<file path="src/rtl/cpu_core_pkg.sv">
// constants and types shared by the cpu core register and flag logic
package cpu_core_pkg;

  // special function register indices, byte address on the bus is four times the index
  localparam logic [7:0] IDX_STACK      = 8'h81;
  localparam logic [7:0] IDX_STATUS     = 8'hD0;
  localparam logic [7:0] IDX_MAIN       = 8'hE0;
  localparam logic [7:0] IDX_SECOND     = 8'hF0;
  localparam logic [7:0] IDX_BIT_ACCESS = 8'h01;
  localparam logic [7:0] SFR_BASE       = 8'h80;

  // reset values
  localparam logic [7:0] RST_STACK  = 8'h07;
  localparam logic [7:0] RST_STATUS = 8'h00;
  localparam logic [7:0] RST_MAIN   = 8'h00;
  localparam logic [7:0] RST_SECOND = 8'h00;

  // status word field positions
  localparam int BIT_CARRY    = 7;
  localparam int BIT_HALF     = 6;
  localparam int BIT_USER_HI  = 5;
  localparam int BIT_BANK_HI  = 4;
  localparam int BIT_BANK_LO  = 3;
  localparam int BIT_EXCESS   = 2;
  localparam int BIT_USER_LO  = 1;
  localparam int BIT_PARITY   = 0;

  // bit access register layout: bit number in [2:0], value in [3]
  localparam int BA_VALUE = 3;

  // opcode groups (upper nibble) and addressing forms (lower nibble)
  localparam logic [3:0] GRP_ADD  = 4'h2;
  localparam logic [3:0] GRP_ADD_WITH_CARRY = 4'h3;
  localparam logic [3:0] GRP_SUBTRACT_WITH_BORROW = 4'h9;
  localparam logic [3:0] LO_IMM   = 4'h4;
  localparam logic [3:0] LO_DIR   = 4'h5;
  localparam logic [3:0] LO_IND0  = 4'h6;
  localparam logic [3:0] LO_IND1  = 4'h7;
  localparam logic [7:0] OP_PRODUCT  = 8'hA4;
  localparam logic [7:0] OP_QUOTIENT = 8'h84;

  // execution cycles per form
  localparam logic [2:0] CYC_REG    = 3'h1;
  localparam logic [2:0] CYC_MEM    = 3'h2;
  localparam logic [2:0] CYC_MULDIV = 3'h5;

  typedef enum logic [2:0] {
    FORM_REG,
    FORM_DIR,
    FORM_IND,
    FORM_IMM,
    FORM_MUL,
    FORM_DIV,
    FORM_BAD
  } form_t;

  typedef enum logic [1:0] {
    BR_LONG,
    BR_ABS,
    BR_REL
  } branch_kind_t;

endpackage

</file>
<file path="src/rtl/cpu_core_regs.sv">
// cpu status word, operand registers, stack index and add/subtract execution
// Operation
// (RULE1) carry bit 7 set on carry or borrow by arithmetic, else cleared
// (RULE2) half carry bit 6 set on nibble carry or borrow, else cleared
// (RULE3) bits 5 and 1 are user storage, bit addressable, never changed by hardware
// (RULE4) bank field bits 4:3 picks register group at 0x00, 0x08, 0x10, 0x18
// (RULE5) excess bit 2 set on signed overflow, multiply or divide overflow
// (RULE6) parity bit 0 always shows odd count of ones in main operand
// (RULE7) main operand is source and destination, readable, writable, resets zero
// (RULE8) second operand feeds multiply and divide, else scratch, resets zero
// (RULE9) push increments stack index first, then writes the byte there
// (RULE10) stack index resets to 0x07 so first push lands at 0x08
// (RULE11) direct addresses below 0x80 reach data memory, above reach registers
// (RULE12) indirect address comes from bank register 0 or 1, always memory
// (RULE13) long targets are full 16-bit addresses
// (RULE14) absolute targets keep the following instruction's 2 KB page
// (RULE15) relative targets add a signed byte to the following address
// (RULE16) software writes to the status word change flags exactly as written; the code lets a same-cycle arithmetic result win for the flags it sets
// (RULE17) add opcodes 28-2F, 25, 26-27, 24 with their lengths and cycles
// (RULE18) add with carry opcodes 38-3F, 35, 36-37, 34 with their cycles
// (RULE19) subtract with borrow 98-9F is one cycle, subtracts operand and carry
// (RULE20) low three opcode bits pick bank register, lowest bit picks pointer
//
// Local design decision: the Wishbone register port.
`timescale 1ns/1ps
module cpu_core_regs (
  input  logic                      i_clk,
  input  logic                      i_rst,
  input  logic                      i_wb_cyc,
  input  logic                      i_wb_stb,
  input  logic                      i_wb_we,
  input  logic [9:0]                i_wb_adr,
  input  logic [31:0]               i_wb_dat,
  input  logic [3:0]                i_wb_sel,
  output logic [31:0]               o_wb_dat,
  output logic                      o_wb_ack,
  input  logic                      i_op_valid,
  input  logic [7:0]                i_opcode,
  input  logic [7:0]                i_operand,
  output logic                      o_op_ready,
  output logic                      o_op_done,
  output logic                      o_op_bad,
  input  logic                      i_push_valid,
  input  logic [7:0]                i_push_data,
  output logic                      o_push_ready,
  output logic                      o_push_done,
  output logic [7:0]                o_mem_addr,
  input  logic [7:0]                i_mem_rdata,
  output logic                      o_mem_we,
  output logic [7:0]                o_mem_wdata,
  input  logic                      i_br_valid,
  input  cpu_core_pkg::branch_kind_t i_br_kind,
  input  logic [15:0]               i_br_next_pc,
  input  logic [15:0]               i_br_field,
  output logic [15:0]               o_br_target,
  output logic                      o_br_done,
  output logic [7:0]                o_status_word,
  output logic [7:0]                o_main_operand,
  output logic [7:0]                o_bank_base
);

  typedef enum logic [1:0] {
    st_idle,
    st_busy,
    st_push
  } state_t;

  state_t                state;
  logic [7:1]            status_flags;
  logic [7:0]            main_operand;
  logic [7:0]            second_operand;
  logic [7:0]            stack_top_index;
  logic [7:0]            cur_op;
  logic [7:0]            cur_operand;
  logic [7:0]            cur_ptr;
  cpu_core_pkg::form_t   cur_form;
  logic [2:0]            count;
  logic [7:0]            push_byte;
  cpu_core_pkg::form_t   take_form;
  cpu_core_pkg::form_t   exec_form;
  logic [7:0]            exec_op;
  logic [7:0]            opnd;
  logic [10:0]           alu_res;
  logic [15:0]           product;
  logic                  take;
  logic                  exec_now;
  logic                  wr_en;
  logic [7:0]            wr_idx;
  logic                  sw_status_wr;
  logic                  sw_bit_wr;

  // addressing form and operation from the opcode
  function automatic cpu_core_pkg::form_t decode_form(input logic [7:0] op);
    if (op == cpu_core_pkg::OP_PRODUCT)
      return cpu_core_pkg::FORM_MUL;
    if (op == cpu_core_pkg::OP_QUOTIENT)
      return cpu_core_pkg::FORM_DIV;
    if (op[7:4] != cpu_core_pkg::GRP_ADD && op[7:4] != cpu_core_pkg::GRP_ADD_WITH_CARRY &&
        op[7:4] != cpu_core_pkg::GRP_SUBTRACT_WITH_BORROW)
      return cpu_core_pkg::FORM_BAD;
    if (op[3])
      return cpu_core_pkg::FORM_REG; // RULE17
    if (op[3:0] == cpu_core_pkg::LO_DIR)
      return cpu_core_pkg::FORM_DIR;
    if (op[3:0] == cpu_core_pkg::LO_IND0 || op[3:0] == cpu_core_pkg::LO_IND1)
      return cpu_core_pkg::FORM_IND;
    if (op[3:0] == cpu_core_pkg::LO_IMM)
      return cpu_core_pkg::FORM_IMM;
    return cpu_core_pkg::FORM_BAD;
  endfunction

  // cycles each form occupies, the register form finishes at the taking edge
  function automatic logic [2:0] cycles_of(input cpu_core_pkg::form_t f);
    if (f == cpu_core_pkg::FORM_REG || f == cpu_core_pkg::FORM_BAD)
      return cpu_core_pkg::CYC_REG;
    if (f == cpu_core_pkg::FORM_MUL || f == cpu_core_pkg::FORM_DIV)
      return cpu_core_pkg::CYC_MULDIV;
    return cpu_core_pkg::CYC_MEM; // RULE18
  endfunction

  // special function register read, shared by bus and direct operands
  function automatic logic [7:0] sfr_read(input logic [7:0] idx, input logic [7:0] sp,
                                          input logic [7:0] sw, input logic [7:0] a,
                                          input logic [7:0] b);
    if (idx == cpu_core_pkg::IDX_STACK)
      return sp;
    if (idx == cpu_core_pkg::IDX_STATUS)
      return sw;
    if (idx == cpu_core_pkg::IDX_MAIN)
      return a;
    if (idx == cpu_core_pkg::IDX_SECOND)
      return b;
    return 8'h00;
  endfunction

  // add or subtract with carry in, result is {carry, half, excess, value}
  function automatic logic [10:0] alu(input logic [7:0] a, input logic [7:0] b,
                                      input logic cin, input logic sub);
    logic [8:0] full;
    logic [4:0] nib;
    logic       ovf;
    full = 9'h000;
    nib  = 5'h00;
    ovf  = 1'b0;
    if (sub)
    begin
      full = {1'b0, a} - {1'b0, b} - {8'h00, cin}; // RULE19
      nib  = {1'b0, a[3:0]} - {1'b0, b[3:0]} - {4'h0, cin};
      ovf  = (a[7] != b[7]) && (full[7] != a[7]);
    end
    else
    begin
      full = {1'b0, a} + {1'b0, b} + {8'h00, cin};
      nib  = {1'b0, a[3:0]} + {1'b0, b[3:0]} + {4'h0, cin};
      ovf  = (a[7] == b[7]) && (full[7] != a[7]);
    end
    return {full[8], nib[4], ovf, full[7:0]};
  endfunction

  // flag view and bank base
  assign o_status_word  = {status_flags, ^main_operand}; // RULE6
  assign o_main_operand = main_operand;
  assign o_bank_base    = {3'h0, status_flags[cpu_core_pkg::BIT_BANK_HI:cpu_core_pkg::BIT_BANK_LO],
                           3'h0}; // RULE4

  // handshakes, an instruction has priority over a push
  assign take_form    = decode_form(i_opcode);
  assign o_op_ready   = (state == st_idle);
  assign o_push_ready = (state == st_idle) && !i_op_valid;
  assign o_push_done  = (state == st_push);
  assign take         = i_op_valid && o_op_ready;
  assign exec_now     = (take && take_form == cpu_core_pkg::FORM_REG) ||
                        (state == st_busy && count == 3'h0);

  // bus write strobe: a write lands on the edge at which the master sees ack
  assign wr_idx       = i_wb_adr[9:2];
  assign wr_en        = i_wb_cyc && i_wb_stb && i_wb_we && o_wb_ack && i_wb_sel[0] &&
                        (i_wb_adr[1:0] == 2'h0);
  assign sw_status_wr = wr_en && wr_idx == cpu_core_pkg::IDX_STATUS;
  assign sw_bit_wr    = wr_en && wr_idx == cpu_core_pkg::IDX_BIT_ACCESS;

  // data memory address: bank register, pointer register, operand, or stack slot
  always_comb
  begin
    o_mem_addr = 8'h00;
    if (state == st_idle && i_op_valid)
    begin
      if (take_form == cpu_core_pkg::FORM_REG)
        o_mem_addr = o_bank_base + {5'h00, i_opcode[2:0]}; // RULE20
      else if (take_form == cpu_core_pkg::FORM_IND)
        o_mem_addr = o_bank_base + {7'h00, i_opcode[0]}; // RULE12
    end
    else if (state == st_busy && cur_form == cpu_core_pkg::FORM_DIR)
      o_mem_addr = cur_operand; // RULE11
    else if (state == st_busy && cur_form == cpu_core_pkg::FORM_IND)
      o_mem_addr = cur_ptr; // RULE12
    else if (state == st_push)
      o_mem_addr = stack_top_index; // RULE9
  end

  assign o_mem_we    = (state == st_push);
  assign o_mem_wdata = push_byte;

  // operand fetch and arithmetic for the executing instruction
  always_comb
  begin
    exec_op   = (state == st_idle) ? i_opcode : cur_op;
    exec_form = (state == st_idle) ? take_form : cur_form;
    opnd      = i_mem_rdata;
    if (exec_form == cpu_core_pkg::FORM_IMM)
      opnd = cur_operand;
    else if (exec_form == cpu_core_pkg::FORM_DIR && cur_operand >= cpu_core_pkg::SFR_BASE)
      opnd = sfr_read(cur_operand, stack_top_index, o_status_word, main_operand,
                      second_operand); // RULE11
    alu_res = alu(main_operand, opnd,
                  (exec_op[7:4] != cpu_core_pkg::GRP_ADD) &&
                  status_flags[cpu_core_pkg::BIT_CARRY], // RULE18
                  exec_op[7:4] == cpu_core_pkg::GRP_SUBTRACT_WITH_BORROW); // RULE19
    product = main_operand * second_operand; // RULE8
  end

  // sequencing of instructions and pushes
  always_ff @(posedge i_clk)
  begin
    if (i_rst)
    begin
      state       <= st_idle;
      cur_op      <= 8'h00;
      cur_operand <= 8'h00;
      cur_ptr     <= 8'h00;
      cur_form    <= cpu_core_pkg::FORM_BAD;
      count       <= 3'h0;
      push_byte   <= 8'h00;
      o_op_done   <= 1'b0;
      o_op_bad    <= 1'b0;
    end
    else
    begin
      o_op_done <= exec_now || (take && take_form == cpu_core_pkg::FORM_BAD);
      o_op_bad  <= take && take_form == cpu_core_pkg::FORM_BAD;
      unique case (state)
        st_idle:
        begin
          if (take)
          begin
            cur_op      <= i_opcode;
            cur_operand <= i_operand;
            cur_form    <= take_form;
            cur_ptr     <= i_mem_rdata; // pointer register value, used next cycle
            count       <= cycles_of(take_form) - 3'h2;
            if (cycles_of(take_form) != cpu_core_pkg::CYC_REG)
              state <= st_busy; // RULE17
          end
          else if (i_push_valid)
          begin
            push_byte <= i_push_data;
            state     <= st_push;
          end
        end
        st_busy:
        begin
          count <= count - 3'h1;
          if (count == 3'h0)
            state <= st_idle;
        end
        st_push:
          state <= st_idle;
      endcase
    end
  end

  // status flags: arithmetic result wins over a software write in the same cycle
  always_ff @(posedge i_clk)
  begin
    if (i_rst)
      status_flags <= cpu_core_pkg::RST_STATUS[7:1];
    else
    begin
      if (sw_status_wr)
        status_flags <= i_wb_dat[7:1]; // RULE16
      else if (sw_bit_wr && i_wb_dat[2:0] != 3'h0)
        status_flags[i_wb_dat[2:0]] <= i_wb_dat[cpu_core_pkg::BA_VALUE]; // RULE3
      if (exec_now && exec_form == cpu_core_pkg::FORM_MUL)
      begin
        status_flags[cpu_core_pkg::BIT_CARRY]  <= 1'b0;
        status_flags[cpu_core_pkg::BIT_EXCESS] <= (product[15:8] != 8'h00); // RULE5
      end
      else if (exec_now && exec_form == cpu_core_pkg::FORM_DIV)
      begin
        status_flags[cpu_core_pkg::BIT_CARRY]  <= 1'b0;
        status_flags[cpu_core_pkg::BIT_EXCESS] <= (second_operand == 8'h00); // RULE5
      end
      else if (exec_now)
      begin
        status_flags[cpu_core_pkg::BIT_CARRY]  <= alu_res[10]; // RULE1
        status_flags[cpu_core_pkg::BIT_HALF]   <= alu_res[9]; // RULE2
        status_flags[cpu_core_pkg::BIT_EXCESS] <= alu_res[8]; // RULE5
      end
    end
  end

  // operand registers, execution wins over a software write in the same cycle
  always_ff @(posedge i_clk)
  begin
    if (i_rst)
    begin
      main_operand   <= cpu_core_pkg::RST_MAIN; // RULE7
      second_operand <= cpu_core_pkg::RST_SECOND; // RULE8
    end
    else
    begin
      if (wr_en && wr_idx == cpu_core_pkg::IDX_MAIN)
        main_operand <= i_wb_dat[7:0]; // RULE7
      if (wr_en && wr_idx == cpu_core_pkg::IDX_SECOND)
        second_operand <= i_wb_dat[7:0]; // RULE8
      if (exec_now && exec_form == cpu_core_pkg::FORM_MUL)
      begin
        main_operand   <= product[7:0];
        second_operand <= product[15:8]; // RULE8
      end
      else if (exec_now && exec_form == cpu_core_pkg::FORM_DIV && second_operand != 8'h00)
      begin
        main_operand   <= main_operand / second_operand;
        second_operand <= main_operand % second_operand;
      end
      else if (exec_now && exec_form != cpu_core_pkg::FORM_DIV)
        main_operand <= alu_res[7:0]; // RULE7
    end
  end

  // stack index, a push increments before the write cycle
  always_ff @(posedge i_clk)
  begin
    if (i_rst)
      stack_top_index <= cpu_core_pkg::RST_STACK; // RULE10
    else if (i_push_valid && o_push_ready)
      stack_top_index <= stack_top_index + 8'h01; // RULE9
    else if (wr_en && wr_idx == cpu_core_pkg::IDX_STACK)
      stack_top_index <= i_wb_dat[7:0];
  end

  // wishbone slave: ack one cycle after the strobe, unmapped reads return zero
  always_ff @(posedge i_clk)
  begin
    if (i_rst)
    begin
      o_wb_ack <= 1'b0;
      o_wb_dat <= 32'h00000000;
    end
    else
    begin
      o_wb_ack <= i_wb_cyc && i_wb_stb && !o_wb_ack;
      if (i_wb_cyc && i_wb_stb && !o_wb_ack)
        o_wb_dat <= (i_wb_adr[1:0] != 2'h0) ? 32'h00000000 :
                    {24'h000000, sfr_read(i_wb_adr[9:2], stack_top_index, o_status_word,
                                          main_operand, second_operand)};
    end
  end

  branch_target_unit branch_unit (
    .i_clk     (i_clk),
    .i_rst     (i_rst),
    .i_valid   (i_br_valid),
    .i_kind    (i_br_kind),
    .i_next_pc (i_br_next_pc),
    .i_field   (i_br_field),
    .o_target  (o_br_target),
    .o_done    (o_br_done)
  );
endmodule

</file>
<file path="src/rtl/branch_target_unit.sv">
// branch target arithmetic for long, absolute and relative jumps
`timescale 1ns/1ps
module branch_target_unit (
  input  logic                      i_clk,
  input  logic                      i_rst,
  input  logic                      i_valid,
  input  cpu_core_pkg::branch_kind_t i_kind,
  input  logic [15:0]               i_next_pc,
  input  logic [15:0]               i_field,
  output logic [15:0]               o_target,
  output logic                      o_done
);

  logic [15:0] next_target;

  // target selection by jump kind
  always_comb
  begin
    next_target = i_field; // RULE13
    unique case (i_kind)
      cpu_core_pkg::BR_LONG: next_target = i_field;
      cpu_core_pkg::BR_ABS:  next_target = {i_next_pc[15:11], i_field[10:0]}; // RULE14
      cpu_core_pkg::BR_REL:  next_target = i_next_pc + {{8{i_field[7]}}, i_field[7:0]}; // RULE15
      default:               next_target = i_field;
    endcase
  end

  // registered result, one cycle after the request
  always_ff @(posedge i_clk)
  begin
    if (i_rst)
    begin
      o_target <= 16'h0000;
      o_done   <= 1'b0;
    end
    else
    begin
      o_done <= i_valid;
      if (i_valid)
        o_target <= next_target;
    end
  end
endmodule

</file>
<file path="config.mk">
export PLATFORM = sky130hd
export DESIGN_NAME = cpu_core_regs
export DESIGN_NICKNAME = d
export VERILOG_FILES = /design/src/rtl/cpu_core_pkg.sv /design/src/rtl/cpu_core_regs.sv /design/src/rtl/branch_target_unit.sv
export SDC_FILE = /design/constraint.sdc
export NUM_CORES = 1
export LEC_CHECK = 0
export BUFFER_PORTS_ARGS = -buffer_cell sky130_fd_sc_hd__buf_4
export CAP_MARGIN = 20
export CORE_UTILIZATION = 50
export DETAILED_ROUTE_END_ITERATION = 12
export PLACE_DENSITY = 0.8
export SLEW_MARGIN = 10
export SYNTH_ARGS = -nofsm -noshare
export SYNTH_HDL_FRONTEND = slang
export SYNTH_HIERARCHICAL = 1
export SYNTH_SLANG_ARGS = --single-unit
</file>
<file path="constraint.sdc">
create_clock -name i_clk -period 22.4 [get_ports i_clk]
set_input_delay 2.24 -clock i_clk [delete_from_list [all_inputs] [get_ports i_clk]]
set_output_delay 2.24 -clock i_clk [all_outputs]
set_load 0.05 [all_outputs]
</file>
### Yosys cells after proc, flatten, opt, wreduce, memory -nomap -nowiden

Cells that the tools add are included.

| cells by class | value |
|---|---|
| div/mod/pow operators | 2 |
| bitwise logic cells | 1 |
| magnitude comparators | 3 |
| multiply operators | 1 |
| add/subtract/negate cells | 14 |
| reduce and logical (&&, ||, !) cells | 60 |
| muxes and demuxes | 155 |
| equality and inequality tests | 44 |
| shift operators | 0 |

Operators with widths:

| kind | number |
|---|---|
| $mux 8 | 33 |
| $eq 8x8->1 const B | 10 |
| $mux 1 | 80 |
| $mux 3 | 26 |
| $pmux 16 s2 | 1 |
| $logic_and 1x1->1 | 31 |
| $add 16x16->16 | 1 |
| $eq 4x3->1 const B | 4 |
| $mul 8x8->16 | 1 |
| $reduce_bool 8->1 | 2 |
| $eq 3x3->1 const B | 5 |
| $mux 7 | 2 |
| $mux 6 | 2 |
| $ne 4x2->1 const B | 3 |
| $mux 2 | 5 |
| $add 8x8->9 | 1 |
| $add 9x1->9 | 1 |
| $eq 3x2->1 const B | 3 |
| $mux 9 | 1 |
| $reduce_bool 3->1 | 3 |
| $sub 8x8->9 | 1 |
| $sub 9x1->9 | 1 |
| $add 8x1->8 const B | 1 |
| $div 8x8->8 | 1 |
| other kinds (42) | 61 |

| word-level totals | value |
|---|---|
| memories kept | 0 |
| input bits | 120 |
| bits in read-only memories | 0 |
| RAM bits | 0 |
| register bits | 123 |
| word-level logic and storage cells | 300 |
| bits in latches | 0 |
| output and inout port bits | 96 |

### Depth between registers and ports, before layout

| depth | value |
|---|---|
| word-level depth | 62 |
| depth in mapped cells | 57 |
| depth with buffers taken out | 53 |

### Modules after synthesis

Netlist, hierarchy kept.

Modules (own cells, without submodules):

| module | cells an instance | times used | area each (µm²) | seq. area each (µm²) |
|---|---|---|---|---|
| cpu_core_regs | 1334 | 1 | 10007.1 | 1561.5 |
| branch_target_unit | 199 | 1 | 1609.0 | 340.3 |

### Worst setup path after synthesis

Ideal clock, no wire load.

| timing | value |
|---|---|
| kind | flip-flop to flip-flop |
| start point | reg main_operand[4] (netlist: o_main_operand[4]) |
| end point | reg second_operand[0] |
| clock period less this slack | 12.222 ns |
| required time | 22.265 ns |
| slack | 10.178 ns |
| buffers on the path | 4 |
| cell stages (with the launch flop) | 51 |
| arrival time | 12.086 ns |
| library setup time | 0.135 ns |
| cells stage by stage | dfxtp_1 -> clkbuf_1 -> inv_1 -> ha_1 -> nor2b_1 -> o2111ai_1 -> xnor2_1 -> ha_1 -> o21a_1 -> o211a_1 -> mux2_2 -> ha_1 -> o211ai_1 -> a211oi_2 -> a2111oi_0 -> a311o_1 -> ha_1 -> a21boi_1 -> (+15 left out) -> ha_1 -> o21ai_0 -> a221oi_1 -> a31o_2 -> o21ai_0 -> clkbuf_1 -> nor3_1 -> a221oi_1 -> inv_1 -> ha_1 -> and3_1 -> a2111oi_0 -> a21oi_1 -> nor2_1 -> clkbuf_1 -> nand2_1 -> a311oi_1 -> nor4_1 |

| on the way | value |
|---|---|
| longest elaborated chain between the ends | 3 |
| elaborated cells on any way between the ends | 4 |
| those cells by class | 1 x mul; 1 x div; 2 x mux |

RTL lines:

| element | line | RTL |
|---|---|---|
| from (decl) | cpu_core_regs.sv:70 | `logic [7:0] main_operand;` |
| from (signal assigned) | cpu_core_regs.sv:307 | `main_operand <= cpu_core_pkg::RST_MAIN;` |
| from (signal assigned) | cpu_core_regs.sv:313 | `main_operand <= i_wb_dat[7:0];` |
| from (signal assigned) | cpu_core_regs.sv:318 | `main_operand <= product[7:0];` |
| $mod 8x8->8 | cpu_core_regs.sv:324 | `second_operand <= main_operand % second_operand;` |
| $mux 8 | cpu_core_regs.sv:321 | `else if (exec_now && exec_form == cpu_core_pkg::FORM_DIV && second_operand != 8'h00)` |
| $mux 8 * | cpu_core_regs.sv:316 | `if (exec_now && exec_form == cpu_core_pkg::FORM_MUL)` |
| to (signal assigned) | cpu_core_regs.sv:315 | `second_operand <= i_wb_dat[7:0];` |
| to (signal assigned) | cpu_core_regs.sv:319 | `second_operand <= product[15:8];` |
| to (signal assigned) | cpu_core_regs.sv:324 |  |
| to (decl) | cpu_core_regs.sv:71 | `logic [7:0] second_operand;` |

Every way passes the cells marked *; elsewhere a longest branch is shown, timed or not.
A chain may end at the register's enable or synchronous reset.

### Final worst setup path

| timing | value |
|---|---|
| start point | reg second_operand[7] |
| end point | reg second_operand[6] |

| on the way | value |
|---|---|
| longest elaborated chain between the ends | 4 |
| elaborated cells on any way between the ends | 7 |
| those cells by class | 1 x mul; 1 x div; 2 x mux; 3 x reduce/logical |

RTL lines:

| element | line | RTL |
|---|---|---|
| from (signal assigned) | cpu_core_regs.sv:308 | `second_operand <= cpu_core_pkg::RST_SECOND;` |
| from (signal assigned) | cpu_core_regs.sv:315 |  |
| from (signal assigned) | cpu_core_regs.sv:319 |  |
| parallel branches: the longest is 4 deep, another holds $mod 8x8->8 | n/a |  |

Several ways; the timed one is not identified.

==> impl_metrics.env <==
export IMPL_cp_required_ns=22.70
export IMPL_coreArea_um2=22700
export IMPL_clock_latency_ns=0.35
export IMPL_ioPinCount=216
export IMPL_synth_top_flop_cell="dfxtp_1"
export IMPL_ys_ff_latch=95
export IMPL_drc_errors=0
export IMPL_setup_viol=0
export IMPL_clockBufferDepth=2
export IMPL_synth_cell_types=102
export IMPL_drtIter0Drc=1144
export IMPL_switching_share=0.553
export IMPL_cp_common_cell="ha_1"
export IMPL_final_common_cell="nand2_1"
export IMPL_slowest_delay_ns=0.82
export IMPL_track_usage=0.305
export IMPL_p_per_area_nw_per_um2=182
export IMPL_rsz0062_at_grt="false"
export IMPL_routed_via_count=11900
export IMPL_grt_max_degree=75
export IMPL_drt_wl_total_mm=36.5
export IMPL_antenna_found_initial=0
export IMPL_antenna_cells=0
export IMPL_gp_congestion=0.978
export IMPL_period_share=0.669
export IMPL_slowest_stage="a41oi_1"
export IMPL_fmax_ghz=0.0667
export IMPL_clkTransAtPathRegs_ns=0.07
export IMPL_holdWs_ns=0.458
export IMPL_overflow=0
export IMPL_placedCellCount=1913
export IMPL_p_int_w=0.00107
export IMPL_cp_data_arrival_time_ns=15.29
export IMPL_synthCells=1533
export IMPL_synth_area_um2=11600
export IMPL_postCtsSetupBuffers=0
export IMPL_end_kind="flop"
export IMPL_ctsRootBufferMaster="clkbuf_16"
export IMPL_yosys_area_top_type="dfxtp_1"
export IMPL_wire_per_inst_um=18.9
export IMPL_p_leak_nw=5.84
export IMPL_drtPass1Iterations=8
export IMPL_worst_slew_pin_slew_ns=1.03
export IMPL_seq_area_frac_synth=0.164
export IMPL_slew_violations=0
export IMPL_hold_viol_final=0
export IMPL_drive_gt1_frac=0.151
export IMPL_port_buffers=158
export IMPL_p_comb_frac=0.850
export IMPL_area_growth_pct=13.2
export IMPL_ant_nets=0
export IMPL_stdcell_count=1930
export IMPL_grt_pass1_vias=11300
export IMPL_maxSlewHeadroom=0.308
export IMPL_synth_top_area_frac=0.164
export IMPL_grt_pass1_wl_mm=58.0
export IMPL_place_area_um2=12800
export IMPL_vdd_ir_drop_max_v=0.000370
export IMPL_cts_hold_buf=0
export IMPL_async_flop_share=0
export IMPL_fin_area_um2=13100
export IMPL_rows=55
export IMPL_yosysWarnings=6
export IMPL_cap_violations=0
export IMPL_fin_crit_ns=14.99
export IMPL_synth_edf_count=0
export IMPL_start_kind="flop"
export IMPL_numClockSinks=95
export IMPL_synth_avg_cell_area_um2=7.58
export IMPL_final_cell_mix="nand2_1, buf_4, nor2_1, ha_1, inv_1"
export IMPL_h_tree_depth=3
export IMPL_skew_ns=0.00937
export IMPL_p_switching_w=0.00132
export IMPL_initial_core_util=0.512
export IMPL_nNetsFinal=1927
export IMPL_fin_util=0.579
export IMPL_synth_area_top_cells="dfxtp_1, ha_1, fa_1"
export IMPL_seqPwrFrac=0.079
export IMPL_status="finished clean"
export IMPL_die_y_um=154
export IMPL_setup_tns_final_ns=0
export IMPL_numCtsBuffers=9
export IMPL_min_path_type="flop to flop"
export IMPL_die_width_um=154
export IMPL_post_dp_hpwl_mm=28.2
export IMPL_clock_power_share=0.071
export IMPL_cts_tree="yes"
export IMPL_design_die_area_um2=23800
export IMPL_worstSetupPathType="flop to flop"
export IMPL_post_cts_resized=0
export IMPL_via_per_inst=6.16
export IMPL_critPathMaxFanout=15
==> state kept, by name, summed over array words and instances, names as in the netlist <==
signal,flops
cur_operand,8
count,3
state,2
branch_unit/o_done,1
cur_op,4
o_wb_dat,8
o_op_done,1
cur_form,3
o_mem_wdata,8
cur_ptr,8
o_main_operand,8
second_operand,8
branch_unit/o_target,16
status_flags,7
stack_top_index,8
o_wb_ack,1
o_op_bad,1
==> worst max-delay path: cells and delay by family, from the launching register on <==
kind	cells	cell delay, ns
AOI/OAI and AO/OA	25	7.77
xor gates and xnor gates	1	0.29
buffers and inverters	5	0.95
adders and majority gates	7	2.18
and+or+nand+nor	8	2.42
muxes	2	0.76
DFF	1	0.57
==> power by group through the flow <==
| stage | Clock [W] | Combinational (W) | Sequential [W] |
|---|---|---|---|
| after floorplan | 0 | 0.00157 | 0.000202 |
| after global placement | 0 | 0.00189 | 0.000192 |
| after detailed placement | 0 | 0.00197 | 0.000192 |
| after CTS | 0.000174 | 0.00199 | 0.000188 |
| after global routing | 0.000182 | 0.00226 | 0.000189 |
| final | 0.000171 | 0.00203 | 0.000189 |
==> layer usage <==
| metal | GRT usage | wire length [um] | part of all wire | vias to the layer above |
|---|---|---|---|---|
| met3 | 0.0754 | 3730 | 0.10 | 120 |
| met4 | 0.130 | 1550 | 0.042 | 0 |
| met5 | 0 | 0 | 0 | - |
| li1 | - | - | - | 5607 |
| met2 | 0.495 | 16500 | 0.45 | 637 |
| met1 | 0.384 | 14700 | 0.40 | 5521 |
==> area by class of cell <==
cell class / count / area (um^2)
Timing Repair Buffer: 172 / 1290
Sequential cell: 95 / 1900
Inverter: 114 / 428
Fill cell: 2102 / 9560
Clock inverter: 6 / 90.1
Multi-Input combinational cell: 1248 / 8850
Clock buffer: 10 / 229
Tap cell: 285 / 357
==> logic make-up (layout without fill, tap and decap cells) <==
family / count (synthesis) / count (layout) / share of synthesized area
AO/OA/AOI/OAI: 419 / 419 / 0.248
XOR/XNOR: 52 / 52 / 0.0392
adder cells (fa/ha/maj): 167 / 167 / 0.207
buffers and inverters: 219 / 302 / 0.0834
flip-flops: 95 / 95 / 0.164
multiplexers: 38 / 38 / 0.0347
other: 1 / 30 / 0.000323
AND/OR/NAND/NOR: 542 / 542 / 0.224
==> cell usage after synthesis, types with 7 or more instances <==
master and instances:
nand2b_1 14, clkbuf_1 58, and3_1 11, mux2_2 13, o21ai_0 87, nand2_1 201
ha_1 125, a22oi_1 35, mux2i_1 23, nand3b_1 8, a221oi_1 11, or3_1 11
a21o_1 15, nor2b_1 22, nor4_1 7, a21oi_1 98, and2_1 11, dfxtp_1 95
o21ai_1 13, nor3_1 37, a31oi_1 12, o211ai_1 13, nor2_1 135, a211oi_1 14
o21a_1 19, nand3_1 35, xor2_1 20, buf_4 35, inv_1 111, xnor2_1 32
o22ai_1 9, fa_1 42
==> final timing paths <==
path         depth (start not counted)                 to  slack, ns         startpoint
max reg2reg                         48  second_operand[6]       7.41  second_operand[7]
min                                  2     o_mem_wdata[2]       0.46     o_mem_wdata[2]
max                                 48  second_operand[6]       7.41  second_operand[7]
min reg2reg                          2     o_mem_wdata[2]       0.46     o_mem_wdata[2]
==> through the flow <==
stage | power (W) | setup WS [ns]
2_1_floorplan | 0.00177 | 10.18
3_3_place_gp | 0.00208 | 8.05
3_5_place_dp | 0.00216 | 7.78
4_1_cts | 0.00235 | 7.70
5_1_grt | 0.00263 | 6.40
6_report | 0.00239 | 7.41
Note: power is estimated with default switching activity, not from simulation.
